[src/hw/arpc_pkg.sv]
package arpc_pkg;
   localparam int ARPC_SLOTS = 4;
   localparam int ARPC_SRCS = 3;
   localparam int ARPC_CYCLES = 3;
   localparam int ARPC_ELEMS = 4;
   localparam int ARPC_CRES = 4;
   // Only slots 1 and 0 are ever scanned, so only two are kept
   localparam int ARPC_CSCAN = 2;
   localparam int ARPC_ADDR_W = 9;
   localparam int ARPC_REL_W = 9;

   typedef enum logic [2:0] {
      ARPC_PERM_012 = 3'h0,
      ARPC_PERM_021 = 3'h1,
      ARPC_PERM_120 = 3'h2,
      ARPC_PERM_102 = 3'h3,
      ARPC_PERM_201 = 3'h4,
      ARPC_PERM_210 = 3'h5
   } arpc_perm_t;

   // Operand source kinds
   typedef enum logic [2:0] {
      ARPC_KIND_NONE = 3'h0,
      ARPC_KIND_GPR = 3'h1,
      ARPC_KIND_CBUF = 3'h2,
      ARPC_KIND_LIT = 3'h3,
      ARPC_KIND_INLINE = 3'h4,
      ARPC_KIND_PV = 3'h5
   } arpc_kind_t;

   typedef enum logic [1:0] {
      ARPC_ST_IDLE = 2'h0,
      ARPC_ST_WALK = 2'h1,
      ARPC_ST_DONE = 2'h2
   } arpc_state_t;

   typedef logic [ARPC_ADDR_W-1:0] arpc_addr_t;

   localparam logic [1:0] ARPC_CYC_0 = 2'h0;
   localparam logic [1:0] ARPC_CYC_1 = 2'h1;
   localparam logic [1:0] ARPC_CYC_2 = 2'h2;
   localparam logic [1:0] ARPC_ELEM_X = 2'h0;
   localparam logic [1:0] ARPC_ELEM_Z = 2'h2;
   localparam logic ARPC_CRES_SLOT_HI = 1'b1;
   localparam logic ARPC_CRES_SLOT_LO = 1'b0;
   localparam logic [1:0] ARPC_SRC_SHARED = 2'h1;
endpackage

[src/hw/arpc_req_if.sv]
`timescale 1ns/1ps
interface arpc_req_if;
   import arpc_pkg::*;
   logic gpr_req;
   logic cbuf_req;
   arpc_addr_t addr;
   logic [1:0] elem;
   logic [1:0] cycle;
   logic gpr_conflict;
   logic cbuf_exhausted;
   logic clear;

   modport walker (output gpr_req, cbuf_req, addr, elem, cycle, clear,
      input gpr_conflict, cbuf_exhausted);
   modport table_side (input gpr_req, cbuf_req, addr, elem, cycle, clear,
      output gpr_conflict, cbuf_exhausted);
endinterface

[src/hw/arpc_walker.sv]
`timescale 1ns/1ps
// Behaviour
// - Permutation setting maps operand to load cycle
// - Group start empties all port reservations
// - Same GPR address shares, different one conflicts
// - Constant slots scanned one then zero
// - Constant match needs address and channel pair
// - Each GPR operand reserves its permuted cycle
// - Second operand equal to first reserves nothing
// - Only constant buffer operands reserve constant ports
// - Previous vector results bypass every check
// - Comparisons use address after relative index
// - Three read ports per element memory
module arpc_walker #(
   // Counters below are sized for four slots of three sources
   parameter int SLOTS = arpc_pkg::ARPC_SLOTS,
   parameter int SRCS = arpc_pkg::ARPC_SRCS
) (
   // Clock and reset
   input wire logic clk_sys,
   input wire logic reset,
   // Group handshake
   input wire logic group_valid,
   output logic group_ready,
   // Operand fields, indexed slot-major then source
   input wire arpc_pkg::arpc_kind_t src_kind [SLOTS][SRCS],
   input wire arpc_pkg::arpc_addr_t src_addr [SLOTS][SRCS],
   input wire logic [1:0] src_elem [SLOTS][SRCS],
   input wire logic src_rel [SLOTS][SRCS],
   input wire logic [1:0] src_count [SLOTS],
   input wire logic slot_valid [SLOTS],
   input wire arpc_pkg::arpc_perm_t perm [SLOTS],
   input wire logic [arpc_pkg::ARPC_REL_W-1:0] rel_index,
   // Result
   output logic result_valid,
   output logic illegal,
   output logic gpr_conflict,
   output logic cbuf_conflict
);
   import arpc_pkg::*;

   // Reservation grid and constant slots behind one request bundle
   arpc_req_if req ();

   arpc_gpr_table arpc_gpr_table_i (
      .clk_sys(clk_sys),
      .reset(reset),
      .req(req)
   );

   arpc_state_t state_q;
   logic [1:0] slot_q;
   logic [1:0] src_q;
   logic gerr_q, cerr_q;
   logic last;
   arpc_kind_t kind;
   arpc_addr_t eff_addr, eff0;
   logic shared;

   // Effective address includes relative index
   assign eff_addr = src_rel[slot_q][src_q] ?
      src_addr[slot_q][src_q] + ARPC_ADDR_W'(rel_index) :
      src_addr[slot_q][src_q];
   assign eff0 = src_rel[slot_q][0] ?
      src_addr[slot_q][0] + ARPC_ADDR_W'(rel_index) : src_addr[slot_q][0];
   assign kind = src_kind[slot_q][src_q];
   assign shared = src_q == ARPC_SRC_SHARED &&
      src_kind[slot_q][0] == ARPC_KIND_GPR && eff0 == eff_addr &&
      src_elem[slot_q][0] == src_elem[slot_q][src_q];

   function automatic logic [1:0] cycle_of(arpc_perm_t p, logic [1:0] s);
      logic [1:0] c;
      c = ARPC_CYC_0;
      case (p)
         ARPC_PERM_012: c = s;
         ARPC_PERM_021: c = (s == 2'h0) ? ARPC_CYC_0 :
            (s == 2'h1) ? ARPC_CYC_2 : ARPC_CYC_1;
         ARPC_PERM_120: c = (s == 2'h0) ? ARPC_CYC_1 :
            (s == 2'h1) ? ARPC_CYC_2 : ARPC_CYC_0;
         ARPC_PERM_102: c = (s == 2'h0) ? ARPC_CYC_1 :
            (s == 2'h1) ? ARPC_CYC_0 : ARPC_CYC_2;
         ARPC_PERM_201: c = (s == 2'h0) ? ARPC_CYC_2 :
            (s == 2'h1) ? ARPC_CYC_0 : ARPC_CYC_1;
         ARPC_PERM_210: c = (s == 2'h0) ? ARPC_CYC_2 :
            (s == 2'h1) ? ARPC_CYC_1 : ARPC_CYC_0;
         default: c = s;
      endcase
      return c;
   endfunction

   wire walking = state_q == ARPC_ST_WALK;
   wire in_range = slot_valid[slot_q] && src_q < src_count[slot_q];
   assign req.gpr_req = walking && in_range && kind == ARPC_KIND_GPR &&
      !shared;
   // Literal, inline and PV never reserve
   assign req.cbuf_req = walking && in_range &&
      kind == ARPC_KIND_CBUF;
   assign req.addr = eff_addr;
   assign req.elem = src_elem[slot_q][src_q];
   assign req.cycle = cycle_of(perm[slot_q], src_q);
   assign req.clear = state_q == ARPC_ST_IDLE && group_valid;
   assign last = slot_q == 2'(SLOTS-1) && src_q == 2'(SRCS-1);
   assign group_ready = state_q == ARPC_ST_IDLE;

   always_ff @(posedge clk_sys) begin
      if (reset) begin
         state_q <= ARPC_ST_IDLE;
      end else begin
         case (state_q)
            ARPC_ST_IDLE: if (group_valid) state_q <= ARPC_ST_WALK;
            ARPC_ST_WALK: if (last) state_q <= ARPC_ST_DONE;
            default: state_q <= ARPC_ST_IDLE;
         endcase
      end
   end

   always_ff @(posedge clk_sys) begin
      if (reset || state_q == ARPC_ST_IDLE) begin
         slot_q <= '0;
         src_q <= '0;
      end else if (walking) begin
         if (src_q == 2'(SRCS-1)) begin
            src_q <= '0;
            slot_q <= slot_q + 2'h1;
         end else begin
            src_q <= src_q + 2'h1;
         end
      end
   end

   // Any conflict in any slot marks the group
   always_ff @(posedge clk_sys) begin
      if (reset || req.clear) begin
         gerr_q <= 1'b0;
         cerr_q <= 1'b0;
      end else if (walking) begin
         gerr_q <= gerr_q | req.gpr_conflict;
         cerr_q <= cerr_q | req.cbuf_exhausted;
      end
   end

   always_ff @(posedge clk_sys) begin
      if (reset) begin
         result_valid <= 1'b0;
         illegal <= 1'b0;
         gpr_conflict <= 1'b0;
         cbuf_conflict <= 1'b0;
      end else begin
         result_valid <= walking && last;
         if (walking && last) begin
            gpr_conflict <= gerr_q | req.gpr_conflict;
            cbuf_conflict <= cerr_q | req.cbuf_exhausted;
            illegal <= gerr_q | req.gpr_conflict | cerr_q |
               req.cbuf_exhausted;
         end
      end
   end
endmodule

[src/hw/arpc_gpr_table.sv]
`timescale 1ns/1ps
module arpc_gpr_table (
   // Clock and reset
   input wire logic clk_sys,
   input wire logic reset,
   // Reservation requests
   arpc_req_if.table_side req
);
   import arpc_pkg::*;
   logic [ARPC_CYCLES*ARPC_ELEMS-1:0] used_q;
   arpc_addr_t addr_q [ARPC_CYCLES*ARPC_ELEMS];
   logic [ARPC_CSCAN-1:0] cused_q;
   arpc_addr_t caddr_q [ARPC_CSCAN];
   logic cpair_q [ARPC_CSCAN];
   logic [3:0] gidx;
   logic cpair;
   logic hi_match, lo_match, hi_empty, lo_empty;

   assign gidx = 4'(req.cycle) * 4'(ARPC_ELEMS) + 4'(req.elem);
   assign cpair = req.elem[1];

   // GPR grid, one port per cycle and element memory
   always_ff @(posedge clk_sys) begin
      if (reset || req.clear) begin
         used_q <= '0;
      end else if (req.gpr_req && !used_q[gidx]) begin
         used_q[gidx] <= 1'b1;
      end
   end

   always_ff @(posedge clk_sys) begin
      if (req.gpr_req && !used_q[gidx]) begin
         addr_q[gidx] <= req.addr;
      end
   end

   assign req.gpr_conflict = req.gpr_req && used_q[gidx] &&
      (addr_q[gidx] != req.addr);

   // Constant slots scanned 1 then 0; match beats empty
   // Each slot holds one address and pair, so two pairs at most
   always_comb begin
      hi_empty = !cused_q[ARPC_CRES_SLOT_HI];
      lo_empty = !cused_q[ARPC_CRES_SLOT_LO];
      hi_match = !hi_empty && caddr_q[ARPC_CRES_SLOT_HI] == req.addr &&
         cpair_q[ARPC_CRES_SLOT_HI] == cpair;
      lo_match = !lo_empty && caddr_q[ARPC_CRES_SLOT_LO] == req.addr &&
         cpair_q[ARPC_CRES_SLOT_LO] == cpair;
   end

   assign req.cbuf_exhausted = req.cbuf_req && !hi_match && !lo_match &&
      !hi_empty && !lo_empty;

   always_ff @(posedge clk_sys) begin
      if (reset || req.clear) begin
         cused_q <= '0;
      end else if (req.cbuf_req && !hi_match && !lo_match) begin
         // Last empty slot in scan order 1,0 is slot 0
         if (lo_empty) begin
            cused_q[ARPC_CRES_SLOT_LO] <= 1'b1;
         end else if (hi_empty) begin
            cused_q[ARPC_CRES_SLOT_HI] <= 1'b1;
         end
      end
   end

   always_ff @(posedge clk_sys) begin
      if (req.cbuf_req && !hi_match && !lo_match) begin
         if (lo_empty) begin
            caddr_q[ARPC_CRES_SLOT_LO] <= req.addr;
            cpair_q[ARPC_CRES_SLOT_LO] <= cpair;
         end else if (hi_empty) begin
            caddr_q[ARPC_CRES_SLOT_HI] <= req.addr;
            cpair_q[ARPC_CRES_SLOT_HI] <= cpair;
         end
      end
   end
endmodule

[config.mk]
export PLATFORM = sky130hd
export DESIGN_NAME = arpc_walker
export DESIGN_NICKNAME = d
export VERILOG_FILES = /design/src/hw/arpc_pkg.sv /design/src/hw/arpc_req_if.sv /design/src/hw/arpc_walker.sv /design/src/hw/arpc_gpr_table.sv
export SDC_FILE = /design/constraint.sdc
export NUM_CORES = 1
export LEC_CHECK = 0
export BUFFER_PORTS_ARGS = -buffer_cell sky130_fd_sc_hd__buf_2
export CORE_MARGIN = 5
export CORE_UTILIZATION = 58
export CTS_CLUSTER_SIZE = 14
export DETAILED_ROUTE_END_ITERATION = 6
export GPL_TIMING_DRIVEN = 0
export HOLD_SLACK_MARGIN = 0.15
export PLACE_DENSITY = 0.83
export SETUP_SLACK_MARGIN = 0.3
export SLEW_MARGIN = 10
export SYNTH_ARGS = -nofsm -noshare
export SYNTH_HDL_FRONTEND = slang
export SYNTH_HIERARCHICAL = 1
export SYNTH_SLANG_ARGS = --single-unit
[constraint.sdc]
create_clock -name clk_sys -period 16.6 [get_ports clk_sys]
set_clock_uncertainty 0.2 [all_clocks]
set_input_delay 4.98 -clock clk_sys [delete_from_list [all_inputs] [get_ports clk_sys]]
set_output_delay 4.98 -clock clk_sys [all_outputs]
set_load 0.005 [all_outputs]
==> results of run 1 <==
## cells by family (layout without fill, tap and decap cells)
family | after synthesis | in the layout
AO/OA/AOI/OAI | 104 | 104
XOR/XNOR | 59 | 59
adder cells (fa/ha/maj) | 20 | 20
buffers and inverters | 45 | 300
flip-flops | 154 | 154
multiplexers | 113 | 113
other | 0 | 2
AND/OR/NAND/NOR | 163 | 163
## layout make-up
class / instances / area [µm²]
antenna: 2 / 5.00
buffer: 38 / 233
clock buffer: 18 / 429
clock inverter: 14 / 178
fill: 995 / 4190
inverter: 7 / 27.5
multi-input combinational: 459 / 4400
sequential: 154 / 4360
tap: 188 / 235
timing repair buffer: 223 / 1140
## per-stage QoR
step                      total power (µW)  utilization (%)  hold WS (ps)
after detailed placement               653             68.4           253
after global placement                 642             68.0           243
final                                 1040             72.5           268
after global routing                  1080             72.5           284
after CTS                             1040             72.4           269
after floorplan                        578                -           235
## worst register-to-register path, stage by stage (launching register included)
cell and delay [ps]:
dfxtp_1 490, buf_6 210, buf_4 210, buf_4 240
mux4_2 320, a22oi_1 200, nand2_1 90, ha_1 230
fa_1 460, a211oi_1 230, o21a_1 170, or2_2 110
xor2_1 70, a21oi_2 480, xor2_1 220, nor4_2 70
a31oi_1 320, nor3b_2 250, nand2b_1 160, nor3_2 840
## routing by layer
| layer | GRT usage, % | part of all wire [%] | up-vias |
|---|---|---|---|
| met5 | 0 | 0 | - |
| met4 | 10.0 | 2.8 | 0 |
| met3 | 5.29 | 8.5 | 49 |
| met2 | 46.6 | 49 | 416 |
| met1 | 38.1 | 40 | 3380 |
| li1 | - | - | 3092 |
## sequential cells by signal, summed over array words and instances (netlist names), 2 cells and up
| register | count |
|---|---|
| arpc_gpr_table_i/cused_q | 2 |
| arpc_gpr_table_i/addr_q | 108 |
| src_q | 2 |
| slot_q | 2 |
| arpc_gpr_table_i/used_q | 12 |
| state_q | 2 |
| arpc_gpr_table_i/caddr_q | 18 |
| arpc_gpr_table_i/cpair_q | 2 |
## where the power goes
group | switching [µW] | internal (µW) | leakage (µW)
sequential | 0.903 | 438 | 0.00136
clock | 144 | 249 | 0.000290
combinational | 119 | 92.4 | 0.00250
total | 264 | 780 | 0.00416
## cells in the final DEF (no fill, tap or decap), types with 5 or more instances in the layout
cell / instances
o21a_1: 14
dfxtp_1: 26
ha_1: 18
a22oi_1: 11
nand2_1: 43
clkbuf_1: 15
nor2b_1: 10
a211oi_1: 6
inv_1: 6
buf_2: 229
xnor2_1: 36
o21ai_0: 17
mux2i_1: 28
clkbuf_16: 17
nand2b_1: 8
mux2_2: 14
nand3_1: 12
mux4_1: 6
nand4_1: 5
a21oi_1: 17
buf_4: 7
buf_6: 8
nor2_1: 40
and3_1: 6
edfxtp_1: 128
mux4_2: 64
nor3_1: 10
xor2_1: 22
## final timing paths
check	from	endpoint	slack [ps]	depth (start not counted)
worst max-delay path	src_addr[65]	arpc_gpr_table_i/addr_q[0][3]$_DFFE_PP_	6870	15
worst min-delay path	arpc_gpr_table_i/used_q[0]$_SDFFE_PP0P_	arpc_gpr_table_i/used_q[0]$_SDFFE_PP0P_	270	1
worst max register to register	slot_q[1]$_SDFFE_PP0P_	arpc_gpr_table_i/addr_q[0][3]$_DFFE_PP_	10620	19
worst min register to register	arpc_gpr_table_i/used_q[0]$_SDFFE_PP0P_	arpc_gpr_table_i/used_q[0]$_SDFFE_PP0P_	270	1
==> results.txt, run 1 <==
post-DR vias/cell -> 6.29
largest family of logic cells by synthesized area -> multiplexers
postcts setup bufs -> 0
critical path, cell by cell -> buf_2, mux4_1, a2111o_1, ha_1, a211oi_1, o21a_1, or2_2, xor2_1, a21oi_2, xor2_1, nor4_2, a31oi_1, nor3b_2, nand2b_1, nor3_2
post-place instance area -> 0.0104 mm²
final antenna-violating net count -> 0
Max Buffers Root-to-Sink -> 2
IO buf count -> 220
Max stage delay on crit path -> 840 ps
clock root cell -> clkbuf_16
Tmin final -> 9730 ps
Synth Area in XOR/XNOR -> 5.74%
initial antenna violation count -> 2
Mean Syn Cell Area -> 13.7 µm²
Post-synth top cells -> edfxtp_1 (128), mux4_2 (64), nand2_1 (43), nor2_1 (40), xnor2_1 (37)
core footprint -> 0.0152 mm²
IO Pins -> 221
cell area after layout -> 0.0110 mm²
area delta synth->final -> 22.4%
Synth Area in Simple Gates -> 9.38%
Hold WC Path Type -> reg -> reg
clk slew on worst S/H paths -> 60 ps
TritonCTS sink count -> 154
Yosys reg bits -> 154
Synth area leaders -> edfxtp_1 (43%), mux4_2 (16%), dfxtp_1 (5.8%), xnor2_1 (3.6%), mux2i_1 (3.1%)
maximum vdd drop -> 0.0000807 V
power density over cell area -> 94.7 mW/mm²
area of the mapped netlist -> 0.00900 mm²
cell taking the most area after synthesis -> edfxtp_1
DRC -> 0
WL/cell -> 22.9 µm
post_cts resized -> 0
syn nets -> 894
delay-heaviest family, CP -> simple AND/OR/NAND/NOR gates
first-pass GRT wire length -> 38400 µm
max_slew headroom -> 28.1%
share of the yosys chip area belonging to registers -> 48.5%
data arrival time of the worst path -> 9570 ps
post-synthesis mux area share -> 22.8%
Die Ht -> 135 µm
latest clock arrival within the worst-skew pair -> 420 ps
post-synthesis adder-cell area fraction -> 2.95%
largest net degree at the start of global routing -> 21
cell total after placement -> 1069
nets -> 1136
non-filler cells, final -> 1103
die area -> 0.0181 mm²
Post-synth EDFFs -> 128
DP HPWL -> 19300 µm
DRT Pass-1 Iters -> 5
Synth Flop Type -> edfxtp_1
overflow left after global routing -> 0
Crit path top cell by count -> xor2_1
vias after detailed routing -> 6937
GPL Wtd Cong -> 0.966
post-synthesis compound-gate area fraction -> 7.77%
worst slew pin tran -> 1070 ps
H-tree Lvls -> 4
ys async rst share -> 0%
Critical-path top delay cell -> nor3_2
crit path kind -> in -> reg
Pleak -> 0.00416 µW
CP bufs+invs -> 1
Setup TNS -> 0 ps
final worst path period share -> 58.6%
MaxCap Viol Count -> 0
count leader, synth -> edfxtp_1
Die Wd -> 135 µm
yosys synthesis warning count -> 6
Num CTS Buffers -> 17
cts hold-fix bufs -> 0
status -> finished clean
pre-CTS WS -> 6510 ps
Hold Fails Final Rpt -> 0
Worst EP required -> 16430 ps
startpoint types -> primary input
Cell variety after synth -> 64
vias in the first global route -> 7132
Initial DRC Count -> 545
initial core utilization -> 59.2%
Setup crit end kind -> register
layout cells sized above 1 -> 40.3%
CTS tree -> built
All-Layer GR Usage -> 28.3%
RSZ-0062 raised after global routing -> no
final WL -> 25300 µm
count of pins over their slew limit -> 0
share of the synthesized area in the top cell type -> 42.7%
final setup vio count -> 0
Mapped Cells -> 658
Final WS setup -> 6870 ps
Worst Path Max Fanout -> 10
# rows -> 45
fmax -> 0.103 GHz
Note: power is estimated with default switching activity, not from simulation.
==> run 2, diff against run 1 <==
--- a/config.mk
+++ b/config.mk
@@ -7,12 +7,12 @@
 export LEC_CHECK = 0
 export BUFFER_PORTS_ARGS = -buffer_cell sky130_fd_sc_hd__buf_2
 export CORE_MARGIN = 5
-export CORE_UTILIZATION = 58
+export CORE_UTILIZATION = 54
 export CTS_CLUSTER_SIZE = 14
 export DETAILED_ROUTE_END_ITERATION = 6
 export GPL_TIMING_DRIVEN = 0
 export HOLD_SLACK_MARGIN = 0.15
-export PLACE_DENSITY = 0.83
+export PLACE_DENSITY = 0.78
 export SETUP_SLACK_MARGIN = 0.3
 export SLEW_MARGIN = 10
 export SYNTH_ARGS = -nofsm -noshare
==> constraint.sdc (replaced) <==
create_clock -name clk_sys -period 10 [get_ports clk_sys]
set_clock_uncertainty 0.2 [all_clocks]
set_input_delay 3 -clock clk_sys [delete_from_list [all_inputs] [get_ports clk_sys]]
set_output_delay 3 -clock clk_sys [all_outputs]
set_load 0.005 [all_outputs]
==> run 2 against run 1 <==
Compared with the run above:
- non-clock buffer count rose by 1
- hold slack got worse by 6.8 ps
- total power rose by 65%
- design area rose by 0.36%
- combinational power rose by 65%
- via count fell by 0.75%
- worst setup slack got worse by 4900 ps
- largest power group unchanged
==> results.txt, run 2 (synthesis gave the netlist of run 1 again) <==
CP bufs+invs -> 2
DP HPWL -> 19800 µm
most frequent cells in the layout -> buf_2 (229), edfxtp_1 (128), mux4_2 (64), nand2_1 (43), nor2_1 (40)
cell total after placement -> 1102
crit path kind -> in -> reg
startpoint types -> primary input
final worst path period share -> 80.6%
initial antenna violation count -> 1
final WL -> 26100 µm
worst slew pin tran -> 1120 ps
delay-heaviest family, CP -> simple AND/OR/NAND/NOR gates
postcts setup bufs -> 0
reg2reg start -> slot_q[1]$_SDFFE_PP0P_
most common cell after layout, fill and taps aside -> buf_2
IO Pins -> 221
Initial DRC Count -> 491
Num CTS Buffers -> 17
Worst Path Max Fanout -> 15
cts hold-fix bufs -> 0
area delta synth->final -> 22.8%
Setup crit end kind -> register
Reg2Reg Capture Point -> arpc_gpr_table_i/addr_q[10][4]$_DFFE_PP_
core footprint -> 0.0165 mm²
MaxCap Viol Count -> 0
H-tree Lvls -> 4
RSZ-0062 raised after global routing -> no
clock root cell -> clkbuf_16
Hold Fails Final Rpt -> 0
non-filler cells, final -> 1135
power density over cell area -> 156 mW/mm²
WL/cell -> 23.0 µm
IO buf count -> 220
max_slew headroom -> 25.1%
CTS tree -> built
final setup vio count -> 0
max reg flops -> 108
first-pass GRT wire length -> 39700 µm
die area -> 0.0194 mm²
layout cells sized above 1 -> 40.6%
cell depth of the worst flop-to-flop path -> 21
initial core utilization -> 54.7%
Reg with most FFs -> arpc_gpr_table_i/addr_q
Max Buffers Root-to-Sink -> 2
# rows -> 47
All-Layer GR Usage -> 27.0%
TritonCTS sink count -> 154
Tmin final -> 8060 ps
maximum vdd drop -> 0.000135 V
vias after detailed routing -> 6885
nets -> 1137
WHS Endpoint -> arpc_gpr_table_i/used_q[3]$_SDFFE_PP0P_
biggest regs -> arpc_gpr_table_i/addr_q: 108 flops, arpc_gpr_table_i/caddr_q: 18 flops, arpc_gpr_table_i/used_q: 12 flops
Max stage delay on crit path -> 770 ps
GPL Wtd Cong -> 0.893
DRC -> 0
status -> finished clean
vias in the first global route -> 7034
Die Ht -> 139 µm
HP Start -> arpc_gpr_table_i/used_q[3]$_SDFFE_PP0P_
data arrival time of the worst path -> 7900 ps
final antenna-violating net count -> 0
Critical-path top delay cell -> nor2_1
fmax -> 0.124 GHz
overflow left after global routing -> 0
Hold WC Path Type -> reg -> reg
Die Wd -> 139 µm
filler instances -> 1193
post-layout util -> 67.2%
Pleak -> 0.00417 µW
Worst EP required -> 9840 ps
largest net degree at the start of global routing -> 21
FF-to-FF setup slack -> 3750 ps
Hold Path Depth -> 1
clk slew on worst S/H paths -> 60 ps
DRT Pass-1 Iters -> 5
post-DR vias/cell -> 6.07
post_cts resized -> 0
Setup TNS -> 0 ps
count of pins over their slew limit -> 0
latest clock arrival within the worst-skew pair -> 420 ps
critical path, cell by cell -> buf_2, mux4_1, a2111o_1, ha_1, a211oi_1, o21a_1, or2_2, xor2_1, a21oi_2, buf_8, xor2_1, nor4_2, a31oi_1, nand2_1, nor3_1, nand2_1, nor2_1
[run 2: worst max-delay path by stage]
stage,startpoint,to,slack (ps),cells after the start
after floorplan,src_addr[65],arpc_gpr_table_i/addr_q[8][0]$_DFFE_PP_,2010,14
after global placement,src_addr[65],arpc_gpr_table_i/addr_q[8][5]$_DFFE_PP_,380,15
after detailed placement,src_addr[65],arpc_gpr_table_i/addr_q[2][6]$_DFFE_PP_,1620,16
after CTS,src_addr[65],arpc_gpr_table_i/addr_q[10][8]$_DFFE_PP_,1980,17
after global routing,src_addr[65],arpc_gpr_table_i/addr_q[10][6]$_DFFE_PP_,1650,17
final,src_addr[65],arpc_gpr_table_i/addr_q[10][4]$_DFFE_PP_,1940,17
[run 2: through the flow]
| stage | power (µW) | worst slack (ps) | instance area [µm²] | hold slack (ps) |
|---|---|---|---|---|
| after detailed placement | 1090 | 1620 | 10400 | 250 |
| after global placement | 1070 | 378 | 10400 | 242 |
| final | 1720 | 1940 | 11100 | 261 |
| after CTS | 1720 | 1980 | 11000 | 266 |
| after global routing | 1780 | 1650 | 11100 | 286 |
| after floorplan | 960 | 2010 | 9000 | 235 |
[run 2: routing by layer]
| layer | track usage, % | share of wire (%) |
|---|---|---|
| met2 | 45.7 | 50 |
| met4 | 6.90 | 1.9 |
| met3 | 6.07 | 8.2 |
| met5 | 0 | 0 |
| met1 | 35.5 | 40 |
[run 2: where the power goes]
part / internal, µW / leakage [µW] / switching, µW
clock: 395 / 0.000301 / 251
combinational: 153 / 0.00251 / 196
sequential: 727 / 0.00136 / 1.49
total: 1280 / 0.00417 / 448
[run 2: worst reg2reg max path: cells and delay by family, from the launching register on]
kind / cells / cell delay, ps
AND/OR/NAND/NOR: 7 / 1650
multiplexers: 1 / 330
AO/OA/AOI/OAI: 5 / 1370
buffers and inverters: 4 / 900
XOR/XNOR: 2 / 240
flip-flops: 1 / 500
adder cells (fa/ha/maj): 2 / 680
[run 2: layout make-up]
class                           instances  area [µm²]  share of cell area [%]
Buffer                                 38         233                    2.10
Tap cell                              220         275                    2.49
Clock buffer                           24         526                    4.75
Antenna cell                            1        2.50                  0.0226
Inverter                                7        27.5                   0.249
Sequential cell                       154        4360                    39.5
Clock inverter                          8        76.3                   0.690
Multi-Input combinational cell        459        4400                    39.8
Timing Repair Buffer                  224        1150                    10.4
